==> src/core/uart_irq_pkg.sv <==
// shared constants for the serial port event, interrupt and shortcut block
// assumes a 12-bit byte address space behind a 32-bit register bus
package uart_irq_pkg;
  localparam int ADDR_W = 12; // byte address width seen by the block
  localparam int EVT_N = 6; // number of port events
  typedef logic [ADDR_W-1:0] addr_t;
  // event indices inside the block
  localparam int EV_FLOWGO = 0;
  localparam int EV_FLOWSTOP = 1;
  localparam int EV_RXBYTE = 2;
  localparam int EV_TXBYTE = 3;
  localparam int EV_ERROR = 4;
  localparam int EV_RXTIMEOUT = 5;
  // register byte offsets
  localparam addr_t OFF_EVT_FLOWGO = 12'h100;
  localparam addr_t OFF_EVT_FLOWSTOP = 12'h104;
  localparam addr_t OFF_EVT_RXBYTE = 12'h108;
  localparam addr_t OFF_EVT_TXBYTE = 12'h11C;
  localparam addr_t OFF_EVT_ERROR = 12'h124;
  localparam addr_t OFF_RX_TIMEOUT_EVENT = 12'h144;
  localparam addr_t OFF_EVENT_TASK_SHORTCUTS = 12'h200;
  localparam addr_t OFF_INTERRUPT_ENABLE_SET = 12'h304;
  localparam addr_t OFF_INTERRUPT_ENABLE_CLEAR = 12'h308;
  localparam addr_t OFF_EVENT_STATUS = 12'h30C;
  // enable and status layout bit positions
  localparam int POS_FLOWGO = 0;
  localparam int POS_FLOWSTOP = 1;
  localparam int POS_RXBYTE = 2;
  localparam int POS_TXBYTE = 7;
  localparam int POS_ERROR = 9;
  localparam int POS_RXTIMEOUT = 17;
  // shortcut bit positions
  localparam int POS_FLOW_GO_START = 0;
  localparam int POS_FLOW_HALT_STOP = 1;
  // values after reset
  localparam logic [EVT_N-1:0] EVT_RST = 6'h00;
  localparam logic [EVT_N-1:0] INTEN_RST = 6'h00;
  localparam logic [1:0] SHORTCUT_RST = 2'h0;
  localparam logic CTS_PIN_RST = 1'h1; // pin assumed deasserted at reset
  // axi response codes
  localparam logic [1:0] RESP_OKAY = 2'h0;
  localparam logic [1:0] RESP_SLVERR = 2'h2;
endpackage
==> src/core/reg_if.sv <==
// register access carrier between the bus slave and the event core
// assumes both ends run on the same clock
`timescale 1ns/1ns
interface reg_if import uart_irq_pkg::*; ();
  logic wrEn; // one-cycle write strobe
  addr_t wrAddr; // write byte address
  logic [31:0] wrData; // write data, byte lanes already masked
  logic wrHit; // write address is mapped
  addr_t rdAddr; // read byte address
  logic [31:0] rdData; // read data for rdAddr
  logic rdHit; // read address is mapped
  modport bus(output wrEn, output wrAddr, output wrData, output rdAddr,
    input wrHit, input rdData, input rdHit);
  modport core(input wrEn, input wrAddr, input wrData, input rdAddr,
    output wrHit, output rdData, output rdHit);
endinterface

==> src/core/axil_slave.sv <==
// axi4-lite slave front end, one write and one read outstanding
// assumes the core answers reads combinationally from rdAddr
`timescale 1ns/1ns
module axil_slave
  import uart_irq_pkg::*;
(
  // clock and reset
  input wire logic clk,
  input wire logic rstSync_n,
  // write channels
  input wire logic [ADDR_W-1:0] awaddr,
  input wire logic awvalid,
  output logic awready,
  input wire logic [31:0] wdata,
  input wire logic [3:0] wstrb,
  input wire logic wvalid,
  output logic wready,
  output logic [1:0] bresp,
  output logic bvalid,
  input wire logic bready,
  // read channels
  input wire logic [ADDR_W-1:0] araddr,
  input wire logic arvalid,
  output logic arready,
  output logic [31:0] rdata,
  output logic [1:0] rresp,
  output logic rvalid,
  input wire logic rready,
  // core side
  reg_if.bus rb
);
  logic awHeld_q; // write address captured
  logic wHeld_q; // write data captured
  addr_t awAddr_q; // captured write address
  logic [31:0] wData_q; // captured masked write data

  // each channel accepts only while its holding slot is empty
  assign awready = ~awHeld_q;
  assign wready = ~wHeld_q;
  assign arready = ~rvalid;
  // write issues once both halves are in and the response slot is free
  assign rb.wrEn = awHeld_q & wHeld_q & ~bvalid;
  assign rb.wrAddr = awAddr_q;
  assign rb.wrData = wData_q;
  assign rb.rdAddr = araddr;

  // capture address and data in either order
  always_ff @(posedge clk or negedge rstSync_n) begin
    if (!rstSync_n) begin
      awHeld_q <= 1'b0;
      wHeld_q <= 1'b0;
      awAddr_q <= '0;
      wData_q <= 32'h0;
    end else begin
      if (awvalid && awready) begin
        awHeld_q <= 1'b1;
        awAddr_q <= awaddr;
      end else if (rb.wrEn) begin
        awHeld_q <= 1'b0;
      end
      if (wvalid && wready) begin
        wHeld_q <= 1'b1;
        wData_q <= wdata & {{8{wstrb[3]}}, {8{wstrb[2]}}, {8{wstrb[1]}}, {8{wstrb[0]}}};
      end else if (rb.wrEn) begin
        wHeld_q <= 1'b0;
      end
    end
  end

  // write response, error for unmapped addresses
  always_ff @(posedge clk or negedge rstSync_n) begin
    if (!rstSync_n) begin
      bvalid <= 1'b0;
      bresp <= RESP_OKAY;
    end else if (rb.wrEn) begin
      bvalid <= 1'b1;
      bresp <= rb.wrHit ? RESP_OKAY : RESP_SLVERR;
    end else if (bready) begin
      bvalid <= 1'b0;
    end
  end

  // read data registered on address acceptance
  always_ff @(posedge clk or negedge rstSync_n) begin
    if (!rstSync_n) begin
      rvalid <= 1'b0;
      rdata <= 32'h0;
      rresp <= RESP_OKAY;
    end else if (arvalid && arready) begin
      rvalid <= 1'b1;
      rdata <= rb.rdData;
      rresp <= rb.rdHit ? RESP_OKAY : RESP_SLVERR;
    end else if (rready) begin
      rvalid <= 1'b0;
    end
  end
endmodule

==> src/core/flow_pin_sync.sv <==
// two-flop synchroniser and edge detector for the flow-control pin
// assumes the pin is asynchronous and active low
`timescale 1ns/1ns
module flow_pin_sync
  import uart_irq_pkg::*;
(
  // clock and reset
  input wire logic clk,
  input wire logic rstSync_n,
  // raw pin
  input wire logic pinRaw,
  // edge pulses
  output logic wentLow,
  output logic wentHigh
);
  logic meta_q; // first stage, read only by the second
  logic sync_q; // second stage
  logic prev_q; // delayed copy for edges

  // synchroniser chain and edge pulses
  always_ff @(posedge clk or negedge rstSync_n) begin
    if (!rstSync_n) begin
      meta_q <= CTS_PIN_RST;
      sync_q <= CTS_PIN_RST;
      prev_q <= CTS_PIN_RST;
      wentLow <= 1'b0;
      wentHigh <= 1'b0;
    end else begin
      meta_q <= pinRaw;
      sync_q <= meta_q;
      prev_q <= sync_q;
      wentLow <= prev_q & ~sync_q;
      wentHigh <= ~prev_q & sync_q;
    end
  end
endmodule

==> src/core/uart_irq_mask_shortcuts.sv <==
// serial port event flags, interrupt enable mask and event-to-task shortcuts
// assumes datapath event inputs are one-cycle pulses on clk; pin is async
//
// Local design decision: the AXI4-Lite register port.
`timescale 1ns/1ns

// How it works
// - flow-go event with shortcut set starts receiver
// - flow-stop event with shortcut set stops receiver
// - set register writes ones enable; reads enables
// - clear register writes ones disable; reads enables
// - flow-stop event has its own enable bit
// - byte-received event has its own enable bit
// - byte-sent event has its own enable bit
// - pin going low raises flow-go event
// - pin going high raises flow-stop event
module uart_irq_mask_shortcuts
  import uart_irq_pkg::*;
(
  // clock and reset
  input wire logic clk,
  input wire logic rst_n,
  // axi4-lite write address
  input wire logic [ADDR_W-1:0] s_axi_awaddr,
  input wire logic s_axi_awvalid,
  output logic s_axi_awready,
  // axi4-lite write data
  input wire logic [31:0] s_axi_wdata,
  input wire logic [3:0] s_axi_wstrb,
  input wire logic s_axi_wvalid,
  output logic s_axi_wready,
  // axi4-lite write response
  output logic [1:0] s_axi_bresp,
  output logic s_axi_bvalid,
  input wire logic s_axi_bready,
  // axi4-lite read address
  input wire logic [ADDR_W-1:0] s_axi_araddr,
  input wire logic s_axi_arvalid,
  output logic s_axi_arready,
  // axi4-lite read data
  output logic [31:0] s_axi_rdata,
  output logic [1:0] s_axi_rresp,
  output logic s_axi_rvalid,
  input wire logic s_axi_rready,
  // flow-control pin, active low
  input wire logic clearToSend_n,
  // datapath event pulses
  input wire logic byteReceived,
  input wire logic byteSent,
  input wire logic errorDetected,
  input wire logic receiverTimeout,
  // receiver task pulses
  output logic receiverStartTask,
  output logic receiverStopTask,
  // interrupt request, active high level
  output logic irq
);
  // spread six event bits onto the 32-bit enable layout
  function automatic logic [31:0] toLayout(input logic [EVT_N-1:0] v);
    logic [31:0] r;
    r = 32'h0;
    r[POS_FLOWGO] = v[EV_FLOWGO];
    r[POS_FLOWSTOP] = v[EV_FLOWSTOP];
    r[POS_RXBYTE] = v[EV_RXBYTE];
    r[POS_TXBYTE] = v[EV_TXBYTE];
    r[POS_ERROR] = v[EV_ERROR];
    r[POS_RXTIMEOUT] = v[EV_RXTIMEOUT];
    return r;
  endfunction

  // gather six event bits from the 32-bit enable layout
  function automatic logic [EVT_N-1:0] fromLayout(input logic [31:0] w);
    logic [EVT_N-1:0] r;
    r = EVT_RST;
    r[EV_FLOWGO] = w[POS_FLOWGO];
    r[EV_FLOWSTOP] = w[POS_FLOWSTOP];
    r[EV_RXBYTE] = w[POS_RXBYTE];
    r[EV_TXBYTE] = w[POS_TXBYTE];
    r[EV_ERROR] = w[POS_ERROR];
    r[EV_RXTIMEOUT] = w[POS_RXTIMEOUT];
    return r;
  endfunction

  // byte offset of each event register
  function automatic addr_t evtOffset(input int idx);
    addr_t r;
    case (idx)
      EV_FLOWGO: r = OFF_EVT_FLOWGO;
      EV_FLOWSTOP: r = OFF_EVT_FLOWSTOP;
      EV_RXBYTE: r = OFF_EVT_RXBYTE;
      EV_TXBYTE: r = OFF_EVT_TXBYTE;
      EV_ERROR: r = OFF_EVT_ERROR;
      default: r = OFF_RX_TIMEOUT_EVENT;
    endcase
    return r;
  endfunction

  logic rstMeta_q; // reset release, first stage
  logic rstSync_n; // reset release, synchronised copy
  logic flowGo; // pin went low pulse
  logic flowStop; // pin went high pulse
  logic [EVT_N-1:0] hwEvt; // hardware event pulses this cycle
  logic [EVT_N-1:0] evtFlag_q; // sticky event flags
  logic [EVT_N-1:0] evtFlag_d; // next event flags
  logic [EVT_N-1:0] intEn_q; // interrupt enable mask
  logic [EVT_N-1:0] intEn_d; // next enable mask
  logic [1:0] shortcut_q; // shortcut enables
  logic [EVT_N-1:0] wrBits; // write data gathered from the layout

  reg_if rb(); // bus to core carrier

  // reset released through two flops
  always_ff @(posedge clk or negedge rst_n) begin
    if (!rst_n) begin
      rstMeta_q <= 1'b0;
      rstSync_n <= 1'b0;
    end else begin
      rstMeta_q <= 1'b1;
      rstSync_n <= rstMeta_q;
    end
  end

  // bus slave front end
  axil_slave u_bus (
    .clk(clk),
    .rstSync_n(rstSync_n),
    .awaddr(s_axi_awaddr),
    .awvalid(s_axi_awvalid),
    .awready(s_axi_awready),
    .wdata(s_axi_wdata),
    .wstrb(s_axi_wstrb),
    .wvalid(s_axi_wvalid),
    .wready(s_axi_wready),
    .bresp(s_axi_bresp),
    .bvalid(s_axi_bvalid),
    .bready(s_axi_bready),
    .araddr(s_axi_araddr),
    .arvalid(s_axi_arvalid),
    .arready(s_axi_arready),
    .rdata(s_axi_rdata),
    .rresp(s_axi_rresp),
    .rvalid(s_axi_rvalid),
    .rready(s_axi_rready),
    .rb(rb)
  );

  // flow-control pin synchroniser and edges
  flow_pin_sync u_pin (
    .clk(clk),
    .rstSync_n(rstSync_n),
    .pinRaw(clearToSend_n),
    .wentLow(flowGo),
    .wentHigh(flowStop)
  );

  // collect hardware event pulses
  always_comb begin
    hwEvt = EVT_RST;
    hwEvt[EV_FLOWGO] = flowGo;
    hwEvt[EV_FLOWSTOP] = flowStop;
    hwEvt[EV_RXBYTE] = byteReceived;
    hwEvt[EV_TXBYTE] = byteSent;
    hwEvt[EV_ERROR] = errorDetected;
    hwEvt[EV_RXTIMEOUT] = receiverTimeout;
  end

  // write data seen through the enable layout
  assign wrBits = fromLayout(rb.wrData);

  // next event flags: a hardware event always wins over a clear
  always_comb begin
    evtFlag_d = evtFlag_q;
    for (int i = 0; i < EVT_N; i++) begin
      // own register writes store bit 0
      if (rb.wrEn && rb.wrAddr == evtOffset(i)) begin
        evtFlag_d[i] = rb.wrData[0];
      end
    end
    // status writes clear flags written as one
    if (rb.wrEn && rb.wrAddr == OFF_EVENT_STATUS) begin
      evtFlag_d = evtFlag_d & ~wrBits;
    end
    evtFlag_d = evtFlag_d | hwEvt;
  end

  // sticky event flags
  always_ff @(posedge clk or negedge rstSync_n) begin
    if (!rstSync_n) begin
      evtFlag_q <= EVT_RST;
    end else begin
      evtFlag_q <= evtFlag_d;
    end
  end

  // next enable mask from set and clear writes
  always_comb begin
    intEn_d = intEn_q;
    // ones set, zeros leave bits alone
    if (rb.wrEn && rb.wrAddr == OFF_INTERRUPT_ENABLE_SET) begin
      intEn_d = intEn_q | wrBits;
    end
    // ones clear, zeros leave bits alone
    if (rb.wrEn && rb.wrAddr == OFF_INTERRUPT_ENABLE_CLEAR) begin
      intEn_d = intEn_q & ~wrBits;
    end
  end

  // interrupt enable mask
  always_ff @(posedge clk or negedge rstSync_n) begin
    if (!rstSync_n) begin
      intEn_q <= INTEN_RST;
    end else begin
      intEn_q <= intEn_d;
    end
  end

  // shortcut register, plain read-write
  always_ff @(posedge clk or negedge rstSync_n) begin
    if (!rstSync_n) begin
      shortcut_q <= SHORTCUT_RST;
    end else if (rb.wrEn && rb.wrAddr == OFF_EVENT_TASK_SHORTCUTS) begin
      shortcut_q[0] <= rb.wrData[POS_FLOW_GO_START];
      shortcut_q[1] <= rb.wrData[POS_FLOW_HALT_STOP];
    end
  end

  // receiver tasks fired straight from flow-control events
  always_ff @(posedge clk or negedge rstSync_n) begin
    if (!rstSync_n) begin
      receiverStartTask <= 1'b0;
      receiverStopTask <= 1'b0;
    end else begin
      receiverStartTask <= flowGo & shortcut_q[0];
      receiverStopTask <= flowStop & shortcut_q[1];
    end
  end

  // interrupt level from enabled sticky flags
  always_ff @(posedge clk or negedge rstSync_n) begin
    if (!rstSync_n) begin
      irq <= 1'b0;
    end else begin
      irq <= |(evtFlag_q & intEn_q);
    end
  end

  // write address decode
  always_comb begin
    rb.wrHit = 1'b0;
    for (int i = 0; i < EVT_N; i++) begin
      if (rb.wrAddr == evtOffset(i)) begin
        rb.wrHit = 1'b1;
      end
    end
    case (rb.wrAddr)
      OFF_EVENT_TASK_SHORTCUTS: rb.wrHit = 1'b1;
      OFF_INTERRUPT_ENABLE_SET: rb.wrHit = 1'b1;
      OFF_INTERRUPT_ENABLE_CLEAR: rb.wrHit = 1'b1;
      OFF_EVENT_STATUS: rb.wrHit = 1'b1;
      default: ;
    endcase
  end

  // read multiplexer, unmapped reads zero with error
  always_comb begin
    rb.rdData = 32'h0;
    rb.rdHit = 1'b0;
    for (int i = 0; i < EVT_N; i++) begin
      // event registers show their flag in bit 0
      if (rb.rdAddr == evtOffset(i)) begin
        rb.rdData[0] = evtFlag_q[i];
        rb.rdHit = 1'b1;
      end
    end
    case (rb.rdAddr)
      // shortcut enables
      OFF_EVENT_TASK_SHORTCUTS: begin
        rb.rdData[POS_FLOW_GO_START] = shortcut_q[0];
        rb.rdData[POS_FLOW_HALT_STOP] = shortcut_q[1];
        rb.rdHit = 1'b1;
      end
      // both enable registers show the same mask
      OFF_INTERRUPT_ENABLE_SET: begin
        rb.rdData = toLayout(intEn_q);
        rb.rdHit = 1'b1;
      end
      OFF_INTERRUPT_ENABLE_CLEAR: begin
        rb.rdData = toLayout(intEn_q);
        rb.rdHit = 1'b1;
      end
      // gathered sticky flags
      OFF_EVENT_STATUS: begin
        rb.rdData = toLayout(evtFlag_q);
        rb.rdHit = 1'b1;
      end
      default: ;
    endcase
  end
endmodule

==> config.mk <==
export PLATFORM = sky130hd
export DESIGN_NAME = uart_irq_mask_shortcuts
export DESIGN_NICKNAME = d
export VERILOG_FILES = /design/src/core/uart_irq_pkg.sv /design/src/core/reg_if.sv /design/src/core/axil_slave.sv /design/src/core/flow_pin_sync.sv /design/src/core/uart_irq_mask_shortcuts.sv
export SDC_FILE = /design/constraint.sdc
export NUM_CORES = 1
export LEC_CHECK = 0
export BUFFER_PORTS_ARGS = -buffer_cell sky130_fd_sc_hd__buf_4
export CORE_ASPECT_RATIO = 0.6
export CORE_MARGIN = 5
export CORE_UTILIZATION = 48
export DETAILED_ROUTE_END_ITERATION = 7
export PLACE_DENSITY_LB_ADDON = 0.05
export SYNTH_ARGS = -nofsm -noshare
export SYNTH_HDL_FRONTEND = slang
export SYNTH_SLANG_ARGS = --single-unit
==> constraint.sdc <==
create_clock -name clk -period 2.3 [get_ports clk]
set_clock_uncertainty 0.2 [all_clocks]
set_input_delay 0.23 -clock clk [delete_from_list [all_inputs] [get_ports clk]]
set_output_delay 0.23 -clock clk [all_outputs]
set_load 0.03 [all_outputs]
==> impl_results.md <==
- Max Cap Viol: 0
- Die Y-Extent: 69.77 µm
- FF-to-FF path depth: 5
- Vias post-DR: 2,363
- # diodes: 0
- Critical Path Max Stage Delay: 0.42 ns
- Initial antenna violation count: 0
- GRT Util Overall: 18.67%
- Initial DRC Count: 103
- Arrival time worst endpoint: 2.19 ns
- Setup ws final: 0.1211 ns
- DR WL/cell: 14.66 µm
- Core box area: 5675 µm²
- Vias per std cell: 5.082
- Clock root buffer master: clkbuf_8
- Die area: 7647 µm²
- I/O Pins: 116
- Critical path's slowest cell: dfrtp_1
- CP Cell Sequence: nor4_4, nand3_2, nor4_4, mux2_2, a21o_1
- Worst reg2reg startpoint: u_bus.rb.wrAddr[10]
- PwrDens: 817.8 nW/µm²
- Netlist cell types: 47
- R2R Setup Slk: 0.12 ns
- Hold slack: 0.02758 ns
- CP Capture Type: flip-flop
- Reg-to-reg endpoint: evtFlag_q[3]
- Clock sink count: 54
- Register Area: 1356 µm²
- Share of layout cells above drive strength 1: 27.01%
- CTS tree: built
- Post-DP HPWL: 5004 µm
- Crit path max fanout: 5
- Fill count: 467
- I/O Buffers: 60
- Syn avg cell area: 9.992 µm²
- Hold WC Path Type: input pin to async pin
- Final setup viols: 0
- Initial DRT Pass Iterations: 4
- Max Slew Vio Count: 0
- # DRC: 0
- Longest Clk Path Bufs: 2
- Pleak: 1.697 nW
- Worst VDD drop: 0.5883 mV
- Initial Utilization: 50.35%
- P&R area growth vs syn: 32.18%
- Slew @ Worst Pin: 0.5281 ns
- Crit start category: flip-flop
- Most frequent cells in the layout: 66 x buf_4, 50 x dfrtp_1, 42 x nand2_1, 34 x dlygate4sd3_1, 29 x conb_1
- Final Power: 3.089 mW
- Period utilisation layout: 94.73%
- Worst slew margin: 64.79%
- Skew-Pair Late Insertion Delay: 0.31 ns
- Cells after Synth: 286
- Die width: 109.6 µm
- Synthesized cell area: 2858 µm²
- Rows: 21
- Multi-input gate area: 1328 µm²
- Yosys warnings: 0
- WS Path Type: flip-flop to flip-flop
- GRT overflow: 0
- Gpl congestion: 0.8374
- Number of global-route vias before repair: 2,265
- WL final: 6816 µm
- Detail Route Antenna Nets: 0
- Fin crit period: 2.179 ns
- Status: finished clean
- Number of buffers created by CTS: 5
- Yosys reg bits: 54
- Critical Path RT: 2.31 ns
- Max Clk Rate: 459.0 MHz
- Register area share after synthesis: 47.42%
- CP most frequent cell: nor4_4
- Fin. Hold Viols: 0
- H-tree lvl count: 2
- Pin count of the biggest net entering global routing: 30
- Worst-path clk slew: 0.10 ns
- First-pass GRT wire length: 11,320 µm
- Most common cell after layout, fill and taps aside: buf_4
- Post-layout util: 66.56%
- Layout Nets: 456
- Setup WS pre-CTS: 0.1058 ns
-- area by class of cell --
type	instances	share of cell area [%]
clock buffer	6	1.921
clock inverter	2	1.027
inverter	7	0.6956
multi-input combinational	215	35.14
sequential	54	35.91
tap	80	2.650
timing repair buffer	101	22.66
-- through the flow --
| step | TNS [ns] | cells | area [µm²] |
|---|---|---|---|
| after global routing | -0.05844 | 465 | 3777 |
| after detailed placement | 0 | 422 | 3309 |
| after CTS | 0 | 464 | 3761 |
| final | 0 | 465 | 3777 |
| after global placement | 0 | 422 | 3309 |
| after floorplan | 0 | 313 | 2959 |
-- routing by layer --
| layer | share of wire (%) | vias up | global-route usage (%) |
|---|---|---|---|
| met5 | 0 | - | 0 |
| met2 | 40 | 96 | 26.71 |
| met1 | 50 | 1107 | 28.89 |
| met4 | 0.98 | 0 | 3.320 |
| met3 | 8.4 | 9 | 4.093 |
| li1 | - | 1151 | - |
-- synth_stat cells, drive strengths merged --
library cell / instances / area share [%]
a211oi: 1 / 0.26
and4b: 1 / 0.39
mux2: 16 / 6.3
and2: 5 / 1.1
nor3: 11 / 2.5
a22o: 1 / 0.31
nor4: 5 / 2.4
a22oi: 8 / 2.1
and4: 1 / 0.31
a311oi: 1 / 0.31
and3b: 1 / 0.31
o41ai: 1 / 0.31
nand3: 7 / 1.4
a221o: 1 / 0.35
nand3b: 2 / 0.53
dfstp: 3 / 2.8
clkbuf: 3 / 0.44
a31oi: 2 / 0.44
o21ai: 18 / 3.2
nor2: 11 / 1.4
nand2: 42 / 5.5
mux2i: 1 / 0.35
a21o: 12 / 3.2
nand4: 4 / 0.88
a21boi: 6 / 1.6
or3: 2 / 0.44
nand2b: 2 / 0.44
a32oi: 2 / 0.61
nor4b: 3 / 1.1
inv: 7 / 0.92
nor2b: 8 / 1.8
o31ai: 3 / 0.79
dfrtp: 51 / 45
a21oi: 4 / 0.70
conb: 2 / 0.26
nor3b: 2 / 0.53
buf: 34 / 8.6
nand4b: 2 / 0.61
-- logic make-up after synthesis --
group	count (synthesis)	synth area share [%]
and+or+nand+nor	109	21.63
buffers and inverters	44	9.982
DFF	54	47.42
other	2	0.2628
AOI/OAI and AO/OA	60	14.05
muxes	17	6.655
-- where the power goes --
group / total (mW) / leakage, nW / internal (mW) / switching (mW)
Clock: 0.641 / 0.0554 / 0.327 / 0.314
Combinational: 0.995 / 0.983 / 0.455 / 0.541
Sequential: 1.45 / 0.659 / 1.16 / 0.291
-- worst max-delay path by stage --
stage / depth (start not counted) / startpoint / slack, ns / endpoint
4_1_cts: 5 / u_bus.rb.wrAddr[1] / 0.09 / evtFlag_q[3]
5_1_grt: 5 / u_bus.rb.wrAddr[10] / -0.03 / evtFlag_q[3]
3_3_place_gp: 5 / u_bus.rb.wrAddr[1] / 0.15 / evtFlag_q[3]
6_report: 5 / u_bus.rb.wrAddr[10] / 0.12 / evtFlag_q[3]
2_1_floorplan: 6 / u_bus.bvalid / 0.29 / evtFlag_q[5]
3_5_place_dp: 5 / u_bus.rb.wrAddr[1] / 0.11 / evtFlag_q[3]
-- critical path: cells and delay by family, from the launching register on --
family / cells / cell delay, ns
AO/OA/AOI/OAI: 1 / 0.15
AND/OR/NAND/NOR: 3 / 0.94
flip-flops: 1 / 0.42
multiplexers: 1 / 0.37
-- timing repair --
item,4_1_cts,5_1_grt
resized for setup,0,1
buffers inserted,0,1
hold buffers,34,0
hold endpoints to repair,29,0
endpoints found under the setup margin,0,2
Power figures use the tool's default switching activity.
